===== config.mk =====
export PLATFORM = sky130hd
export DESIGN_NAME = dpi_port
export DESIGN_NICKNAME = d
export VERILOG_FILES = /design/src/include/dpi_pkg.sv /design/src/rtl/dpi_port.sv /design/src/rtl/dpi_sync.sv
export SDC_FILE = /design/constraint.sdc
export NUM_CORES = 1
export LEC_CHECK = 0
export BUFFER_PORTS_ARGS = -buffer_cell sky130_fd_sc_hd__buf_2
export CAP_MARGIN = 20
export CORE_ASPECT_RATIO = 1.75
export CORE_UTILIZATION = 45
export DETAILED_ROUTE_END_ITERATION = 8
export SLEW_MARGIN = 15
export SYNTH_ARGS = -nofsm -noshare
export SYNTH_HDL_FRONTEND = slang
export SYNTH_HIERARCHICAL = 1
export SYNTH_SLANG_ARGS = --single-unit

===== constraint.sdc =====
create_clock -name clk_i -period 8.6 [get_ports clk_i]
set_input_delay 0.43 -clock clk_i [delete_from_list [all_inputs] [get_ports clk_i]]
set_output_delay 0.43 -clock clk_i [all_outputs]
set_load 0.01 [all_outputs]

===== src/include/dpi_pkg.sv =====
package dpi_pkg;
    // slave address: fixed upper five bits, then the two strap bits
    localparam logic [4:0] ADDR_FIXED = 5'h0B;
    // register addresses inside the instruction byte
    localparam logic [4:0] REG_WIPER_ONE = 5'h01;
    localparam logic [4:0] REG_WIPER_THREE = 5'h03;
    localparam logic [4:0] REG_USER_FIRST = 5'h04;
    localparam logic [4:0] REG_USER_LAST = 5'h0F;
    // instruction byte field positions
    localparam int INS_CMD_BIT = 7;
    localparam int INS_TARGET_BIT = 5;
    // wiper reset value and 64-step mask
    localparam logic [7:0] WIPER_MIDSCALE = 8'h80;
    localparam logic [7:0] WIPER_MASK_64 = 8'h3F;
    localparam logic [7:0] STORE_ERASED = 8'hFF;
    // nonvolatile write cycle and restore times
    localparam int CLK_MHZ = 25;
    localparam int STORE_TIME_MS = 26;
    localparam int STORE_CYCLES = STORE_TIME_MS * 1000 * CLK_MHZ;
    localparam int RESTORE_TIME_US = 300;
    localparam int RESTORE_CYCLES = RESTORE_TIME_US * CLK_MHZ;
    localparam int NV_DEPTH = 16;

    // byte engine states
    typedef enum logic [2:0] {
        DPI_IDLE = 3'b000,
        DPI_SHIFT = 3'b001,
        DPI_ACK = 3'b010,
        DPI_SEND = 3'b011,
        DPI_RACK = 3'b100
    } dpi_state_e;
endpackage : dpi_pkg


===== src/rtl/dpi_port.sv =====
`timescale 1ns/1ns
`default_nettype none
// Operation
// RULE1 - data sampled on rising clock edges, msb first
// RULE2 - two strap inputs join the slave address decode
// RULE3 - write protect pin is active low
// RULE4 - direction bit high means read, low means write
// RULE5 - instruction bit seven high selects command, low register access
// RULE6 - target bit high selects nonvolatile store, low the wipers
// RULE7 - five-bit register address field in the instruction byte
// RULE8 - wiper addresses 00001 and 00011; others reserved
// RULE9 - 256-step uses eight bits; 64-step ignores two msbs
// RULE10 - consecutive write from 00001 loads wiper one then three
// RULE11 - each wiper has its own nonvolatile location
// RULE12 - single and consecutive writes also work for the store
// RULE13 - twelve user bytes at store locations four to fifteen
// RULE14 - after a store write the port ignores the bus until done
// RULE15 - host polls for acknowledge after each store write
// RULE16 - poll is start, address, write; ack only when cycle done
// RULE17 - write protect blocks all writes, reads keep working
// RULE18 - wipers preset to midscale then restored from the store
// RULE19 - ack only on matching straps; reserved writes ignored
module dpi_port #(
    parameter int STORE_WAIT = dpi_pkg::STORE_CYCLES,
    parameter int RESTORE_WAIT = dpi_pkg::RESTORE_CYCLES,
    parameter bit STEPS_64 = 1'b0
) (
    input wire logic clk_i,
    input wire logic rst_i,
    input wire logic scl_i,
    input wire logic sda_i,
    output logic sda_o,
    output logic sda_oe_o,
    input wire logic addr_select_low_i,
    input wire logic addr_select_high_i,
    input wire logic write_protect_n_i,
    output logic [7:0] wiper_one_setting_o,
    output logic [7:0] wiper_three_setting_o,
    output logic busy_o
);
    import dpi_pkg::*;

    typedef struct packed {
        dpi_state_e st;
        logic [7:0] shreg;
        logic [2:0] bitcnt;
        logic full;              // eight bits shifted in since the last boundary
        logic [1:0] bytecnt;     // 0 addr, 1 instruction, 2 data
        logic rd;
        logic cmd;
        logic tgt;
        logic [4:0] ptr;
        logic wrote_nv;
        logic [24:0] timer;
        logic restoring;
        logic sda_oe;
        logic [7:0] w1;
        logic [7:0] w3;
        logic scl_d;
        logic sda_d;
        logic busy;
    } dpi_state_s;

    dpi_state_s r, n;
    logic [7:0] nv [NV_DEPTH];
    logic scl_s, sda_s, wp_n_s, a0_s, a1_s;
    logic scl_rise, scl_fall, start_c, stop_c, nv_we;
    logic [7:0] wdata, rdata;

    // all pins cross in through two flip-flops
    dpi_sync u_scl (.clk_i(clk_i), .rst_i(rst_i), .d_i(scl_i), .q_o(scl_s));
    dpi_sync u_sda (.clk_i(clk_i), .rst_i(rst_i), .d_i(sda_i), .q_o(sda_s));
    dpi_sync u_wp (.clk_i(clk_i), .rst_i(rst_i), .d_i(write_protect_n_i), .q_o(wp_n_s));
    dpi_sync u_a0 (.clk_i(clk_i), .rst_i(rst_i), .d_i(addr_select_low_i), .q_o(a0_s));
    dpi_sync u_a1 (.clk_i(clk_i), .rst_i(rst_i), .d_i(addr_select_high_i), .q_o(a1_s));

    // bus edge and condition detection
    assign scl_rise = scl_s & ~r.scl_d;  // see RULE1
    assign scl_fall = ~scl_s & r.scl_d;
    assign start_c = scl_s & r.scl_d & r.sda_d & ~sda_s;
    assign stop_c = scl_s & r.scl_d & ~r.sda_d & sda_s;

    // wiper data width per variant
    assign wdata = STEPS_64 ? (r.shreg & WIPER_MASK_64) : r.shreg;  // see RULE9
    assign rdata = r.tgt ? nv[r.ptr[3:0]] : (r.ptr == REG_WIPER_THREE ? r.w3 : r.w1);

    // next-state logic
    always_comb begin
        n = r;
        nv_we = 1'b0;
        n.scl_d = scl_s;
        n.sda_d = sda_s;
        if (r.timer != 25'h0) begin
            n.timer = r.timer - 25'h1;
        end
        // restore wipers from the store once the preset has settled
        if (r.restoring && r.timer == 25'h1) begin
            n.restoring = 1'b0;
            n.w1 = STEPS_64 ? (nv[1] & WIPER_MASK_64) : nv[1];  // see RULE18
            n.w3 = STEPS_64 ? (nv[3] & WIPER_MASK_64) : nv[3];  // see RULE11
        end
        if (r.timer != 25'h0) begin
            // deaf during store write, so no ack reaches the poll
            n.st = DPI_IDLE;  // see RULE14, see RULE16
            n.sda_oe = 1'b0;
        end else if (stop_c) begin
            n.st = DPI_IDLE;
            n.sda_oe = 1'b0;
            if (r.wrote_nv) begin
                n.timer = 25'(STORE_WAIT);  // see RULE14
                n.wrote_nv = 1'b0;
            end
        end else if (start_c) begin
            n.st = DPI_SHIFT;
            n.bitcnt = 3'h0;
            n.bytecnt = 2'h0;
            n.full = 1'b0;
            n.sda_oe = 1'b0;
            if (r.wrote_nv) begin
                n.timer = 25'(STORE_WAIT);
                n.wrote_nv = 1'b0;
                n.st = DPI_IDLE;
            end
        end else begin
            unique case (r.st)
                DPI_IDLE: begin
                end
                DPI_SHIFT: begin
                    if (scl_rise) begin
                        n.shreg = {r.shreg[6:0], sda_s};  // see RULE1
                        n.bitcnt = r.bitcnt + 3'h1;
                        n.full = (r.bitcnt == 3'h7);
                    end else if (scl_fall && r.full) begin
                        // the clock fall that ends a start has no bits behind it
                        n.st = DPI_ACK;
                        n.full = 1'b0;
                        if (r.bytecnt == 2'h0) begin
                            // address match with strapped bits
                            if (r.shreg[7:1] == {ADDR_FIXED, a1_s, a0_s}) begin  // see RULE2, see RULE19
                                n.sda_oe = 1'b1;
                                n.rd = r.shreg[0];  // see RULE4
                            end else begin
                                n.st = DPI_IDLE;
                            end
                        end else if (r.bytecnt == 2'h1) begin
                            n.cmd = r.shreg[INS_CMD_BIT];  // see RULE5
                            n.tgt = r.shreg[INS_TARGET_BIT];  // see RULE6
                            n.ptr = r.shreg[4:0];  // see RULE7
                            n.sda_oe = 1'b1;
                        end else begin
                            n.sda_oe = 1'b1;
                            // writes blocked while protected; commands not handled
                            if (wp_n_s && !r.cmd) begin  // see RULE3, see RULE17
                                if (r.tgt) begin
                                    if (r.ptr == REG_WIPER_ONE || r.ptr == REG_WIPER_THREE
                                        || (r.ptr >= REG_USER_FIRST && r.ptr <= REG_USER_LAST)) begin
                                        nv_we = 1'b1;  // see RULE12, see RULE13
                                        n.wrote_nv = 1'b1;
                                    end
                                end else if (r.ptr == REG_WIPER_ONE) begin
                                    n.w1 = wdata;  // see RULE8
                                end else if (r.ptr == REG_WIPER_THREE) begin
                                    n.w3 = wdata;  // see RULE8
                                end
                            end
                            // consecutive write steps 1 to 3 for wipers
                            n.ptr = (!r.tgt && r.ptr == REG_WIPER_ONE) ? REG_WIPER_THREE
                                    : r.ptr + 5'h1;  // see RULE10
                        end
                    end
                end
                DPI_ACK: begin
                    if (scl_fall) begin
                        n.sda_oe = 1'b0;
                        if (r.bytecnt == 2'h0 && r.rd) begin
                            n.st = DPI_SEND;
                            n.shreg = rdata;
                            n.sda_oe = ~rdata[7];
                        end else begin
                            n.st = DPI_SHIFT;
                            n.bytecnt = (r.bytecnt == 2'h2) ? 2'h2 : r.bytecnt + 2'h1;
                        end
                    end
                end
                DPI_SEND: begin
                    // reads work regardless of write protect
                    if (scl_fall) begin
                        n.bitcnt = r.bitcnt + 3'h1;
                        if (r.bitcnt == 3'h7) begin
                            n.st = DPI_RACK;
                            n.sda_oe = 1'b0;
                        end else begin
                            n.shreg = {r.shreg[6:0], 1'b0};
                            n.sda_oe = ~r.shreg[6];
                        end
                    end
                end
                DPI_RACK: begin
                    if (scl_rise) begin
                        if (sda_s) begin
                            n.st = DPI_IDLE;
                        end else begin
                            n.ptr = (!r.tgt && r.ptr == REG_WIPER_ONE) ? REG_WIPER_THREE
                                    : r.ptr + 5'h1;
                        end
                    end else if (scl_fall) begin
                        n.st = DPI_SEND;
                        n.bitcnt = 3'h0;
                        n.shreg = r.tgt ? nv[r.ptr[3:0]]
                                  : (r.ptr == REG_WIPER_THREE ? r.w3 : r.w1);
                        n.sda_oe = 1'b0;
                        if (r.tgt) begin
                            n.sda_oe = ~nv[r.ptr[3:0]][7];
                        end else begin
                            n.sda_oe = ~(r.ptr == REG_WIPER_THREE ? r.w3[7] : r.w1[7]);
                        end
                    end
                end
                default: n.st = DPI_IDLE;
            endcase
        end
        // busy flag registered beside the timer
        n.busy = (n.timer != 25'h0);
    end

    // state register; wipers preset to midscale
    always_ff @(posedge clk_i or posedge rst_i) begin
        if (rst_i) begin
            r <= '{st: DPI_IDLE, shreg: 8'h00, bitcnt: 3'h0, full: 1'b0, bytecnt: 2'h0, rd: 1'b0,
                   cmd: 1'b0, tgt: 1'b0, ptr: 5'h00, wrote_nv: 1'b0,
                   timer: 25'(RESTORE_WAIT), restoring: 1'b1, sda_oe: 1'b0,
                   w1: WIPER_MIDSCALE, w3: WIPER_MIDSCALE, scl_d: 1'b1,
                   sda_d: 1'b1, busy: 1'b1};  // see RULE18
        end else begin
            r <= n;
        end
    end

    // nonvolatile array, kept over reset
    always_ff @(posedge clk_i) begin
        if (nv_we) begin
            nv[r.ptr[3:0]] <= wdata;
        end
    end

    assign sda_o = 1'b0;
    assign sda_oe_o = r.sda_oe;
    assign wiper_one_setting_o = r.w1;
    assign wiper_three_setting_o = r.w3;
    assign busy_o = r.busy;
endmodule : dpi_port
`default_nettype wire


===== src/rtl/dpi_sync.sv =====
`timescale 1ns/1ns
`default_nettype none
module dpi_sync (
    input wire logic clk_i,
    input wire logic rst_i,
    input wire logic d_i,
    output logic q_o
);
    logic meta;
    // two-stage synchroniser, meta read only by q_o
    always_ff @(posedge clk_i or posedge rst_i) begin
        if (rst_i) begin
            meta <= 1'b1;
            q_o <= 1'b1;
        end else begin
            meta <= d_i;
            q_o <= meta;
        end
    end
endmodule : dpi_sync
`default_nettype wire


==> key figures <==
STA
  • Tightest Pin Transition: 0.979 ns
  • Slew Viols, Final: 0
  • Final Hold Fails: 0
  • Setup Viol. Count Final: 0
  • Fmax: 0.274 GHz
  • Total negative slack: 0 ns
  • Slew HR: 34.8%
  • Period utilization: 42.4%
  • Minimum clock period: 3.65 ns
  • Clock Skew: 0.0190 ns
  • RSZ-0062 raised after global routing: false

Global routing
  • First-pass GRT wire length: 36.8 mm
  • Antenna violations before repair: 0
  • Largest net degree at the start of global routing: 73
  • Vias in the first global route: 6351
  • Gr usage total: 22.2%
  • Gr ovfl total: 0

Critical path
  • Worst reg2reg path endpoint: nv[9][7]
  • Crit. End Element: register
  • Crit-path cells: inv_1 > ha_1 > nor4b_2 > and3_1 > nand3_2 > nor4_1 > and2_1 > nand2_1 > nor2_1
  • RR Startpoint: r[21]
  • Slowest cell delay on critical path: 0.60 ns
  • CP max stage cell: nor2_1
  • Critical-path maximum fanout: 17
  • Startpoint Class: register
  • Crit Path Class: reg2reg
  • CP Launch Point: r[21]
  • FF-to-FF setup slack: 4.95 ns
  • Reg2Reg Depth: 9
  • CP arrival: 3.77 ns
  • Required time of the worst setup path: 8.72 ns
  • Worst setup endpoint: nv[9][7]

Layout
  • Register area: 5930 sq um
  • Final design utilization: 50.0%
  • Antenna diodes: 0
  • Layout cells sized above 1: 21.3%
  • # nets final: 756
  • Most common cell after layout, fill and taps aside: edfxtp_1
  • Area of the multi-input gates: 3480 sq um
  • Synth-to-layout area growth: 9.36%
  • Fillcell total: 1810
  • Commonest cells after routing, fill and taps aside: edfxtp_1 (128), nor2_1 (85), dfrtp_1 (58), a21oi_1 (52), mux4_2 (38)

Hold path
  • Worst hold-check path type: in2async

Drt
  • Starting DRT DRC Count: 380
  • Via-to-Cell Ratio: 5.76
  • First-pass DRT Iterations: 7
  • Via count: 5987
  • Final wirelength: 23.7 mm
  • DR DRC count: 0
  • Wire per inst: 22.8 um
  • Final ANT Viol Nets: 0

Floorplan
  • Site Rows: 71
  • Chip Width: 114 um
  • Die Footprint: 22400 sq um
  • Boundary pin count: 26
  • Die Y: 197 um
  • Initial Util: 45.8%
  • Core region area: 21400 sq um

Synth
  • Synth unique cells: 74
  • Dominant synthesized flop cell: edfxtp_1
  • Simple-gate share of the synthesized area: 12.1%
  • Ys Warns: 6
  • Post-synthesis xor/xnor area fraction: 1.34%
  • Multiplexer area fraction after synthesis: 12.4%
  • Mapped Nets: 749
  • Top cell type's share of synthesized area: 39.2%
  • Register bit total from synthesis: 210
  • Post-synth ARST share: 39.0%
  • Number of synthesized flops with an enable pin: 128
  • Cell count after synthesis: 727
  • Adder-cell share of the synthesized area: 1.92%
  • Mapped cell area: 9800 sq um
  • Sequential area share after synthesis: 60.5%
  • Post-synthesis compound-gate area fraction: 7.66%
  • Synth top area cells: edfxtp_1 (39%), dfrtp_1 (15%), mux4_2 (8.7%)
  • Largest family of logic cells by synthesized area: multiplexers
  • Average size of a mapped cell: 13.5 sq um
  • Synth area leader: edfxtp_1

Power
  • Pleak: 3.97 nW
  • Max VDD drop: 0.000168 V
  • Pwr Density: 218 nW/um^2

Clock tree
  • TritonCTS Sinks: 210
  • Num CTS Buffers: 20
  • CTS root buffer: clkbuf_16
  • Resized Gates After CTS: 0
  • Post-CTS setup buffers: 0
  • Hold Buf Count CTS: 0
  • Worst skew pair latency: 0.50 ns
  • CTS tree: yes
  • Max clock buf depth: 3
  • H-tree Lvls: 1
  • Clk slew on worst S/H paths: 0.06 ns

Job
  • Max cap viols: 0

Place
  • GP Congestion: 0.848
  • Buffers on Ports: 24
  • DP HPWL: 16.5 mm

Status
  • Run status: completed
## where the power goes
group / internal, W / switching [W] / total (W)
Combinational: 0.0000700 / 0.000167 / 0.000237
Sequential: 0.00117 / 0.0000606 / 0.00123
Clock: 0.000498 / 0.000366 / 0.000864
Total: 0.00174 / 0.000594 / 0.00233
## final cells by class
type                    count  share of cell area (%)
flip-flops and latches    210                    55.3
multi-input cells         442                    32.5
clock buffers              25                    4.94
well taps                 292                    3.41
repair buffers             35                    1.89
clock inverters            11                    1.06
inverters                  25                   0.876
## how the worst min path moves through the flow
| stage | slack [ns] | to | startpoint |
|---|---|---|---|
| detailed placement | 0.35 | u_wp/q_o | u_wp/meta |
| finish | 0.007 | u_wp/q_o | rst_i |
| global route | 0.01 | u_wp/q_o | rst_i |
| global placement | 0.35 | u_sda/q_o | u_sda/meta |
| CTS | 0.002 | u_wp/q_o | rst_i |
| floorplan | 0.34 | u_a0/meta | rst_i |
## state kept, by name, indices dropped and copies added, names as in the netlist
| name | flops |
|---|---|
| busy_o | 1 |
| nv | 128 |
| r | 46 |
| sda_oe_o | 1 |
| u_a0/meta | 1 |
| u_a0/q_o | 1 |
| u_a1/meta | 1 |
| u_a1/q_o | 1 |
| u_scl/meta | 1 |
| u_scl/q_o | 1 |
| u_sda/meta | 1 |
| u_sda/q_o | 1 |
| u_wp/meta | 1 |
| u_wp/q_o | 1 |
| wdata | 8 |
| wiper_one_setting_o | 8 |
| wiper_three_setting_o | 8 |
## per-layer routing
metal	part of all wire [%]	up-vias	global-route usage [%]	wire length, um
met1	35	3056	23.6	8310
met2	56	146	42.5	13300
met5	0	-	0	0
li1	-	2713	-	-
met4	5.2	0	10.9	1240
met3	3.5	72	2.58	835
## per-stage QoR
step / total power, W / setup slack [ns] / instances / hold slack [ns] / area (sq um)
after floorplan: 0.00136 / 5.85 / 727 / 0.342 / 9800
after global placement: 0.00149 / 5.00 / 1004 / 0.346 / 10100
after detailed placement: 0.00149 / 4.91 / 1004 / 0.348 / 10100
after CTS: 0.00235 / 4.87 / 1040 / 0.00167 / 10700
after global routing: 0.00242 / 4.63 / 1040 / 0.0109 / 10700
final: 0.00233 / 4.95 / 1040 / 0.00683 / 10700
## critical path: cells and delay by family, from the launching register on
kind,cells,cell delay [ns]
adders and majority gates,1,0.19
and+or+nand+nor,7,2.53
DFF,1,0.45
buffers and inverters,1,0.11
## cell usage after synthesis (4+ instances only)
cell type / count
clkbuf_1: 19
inv_1: 25
mux2_2: 7
nor3_1: 14
o31ai_1: 5
nor4_1: 8
edfxtp_1: 128
mux4_2: 38
o21ai_0: 18
nand3_1: 16
mux2i_1: 28
nand2b_1: 6
xor2_1: 9
a21oi_1: 52
dfstp_2: 23
xnor2_1: 6
and3_1: 11
buf_4: 20
nor4_4: 4
buf_2: 8
nor2_1: 85
dfrtp_1: 59
ha_1: 15
nand4_1: 7
a21o_1: 4
nand2_1: 33
a31oi_1: 5
## logic make-up after synthesis
| kind of cell | after synthesis |
|---|---|
| AO/OA/AOI/OAI | 118 |
| XOR/XNOR | 15 |
| adder cells (fa/ha/maj) | 15 |
| buffers and inverters | 75 |
| flip-flops | 210 |
| multiplexers | 73 |
| other | 1 |
| AND/OR/NAND/NOR | 220 |
(Power assumes the default switching activity.)
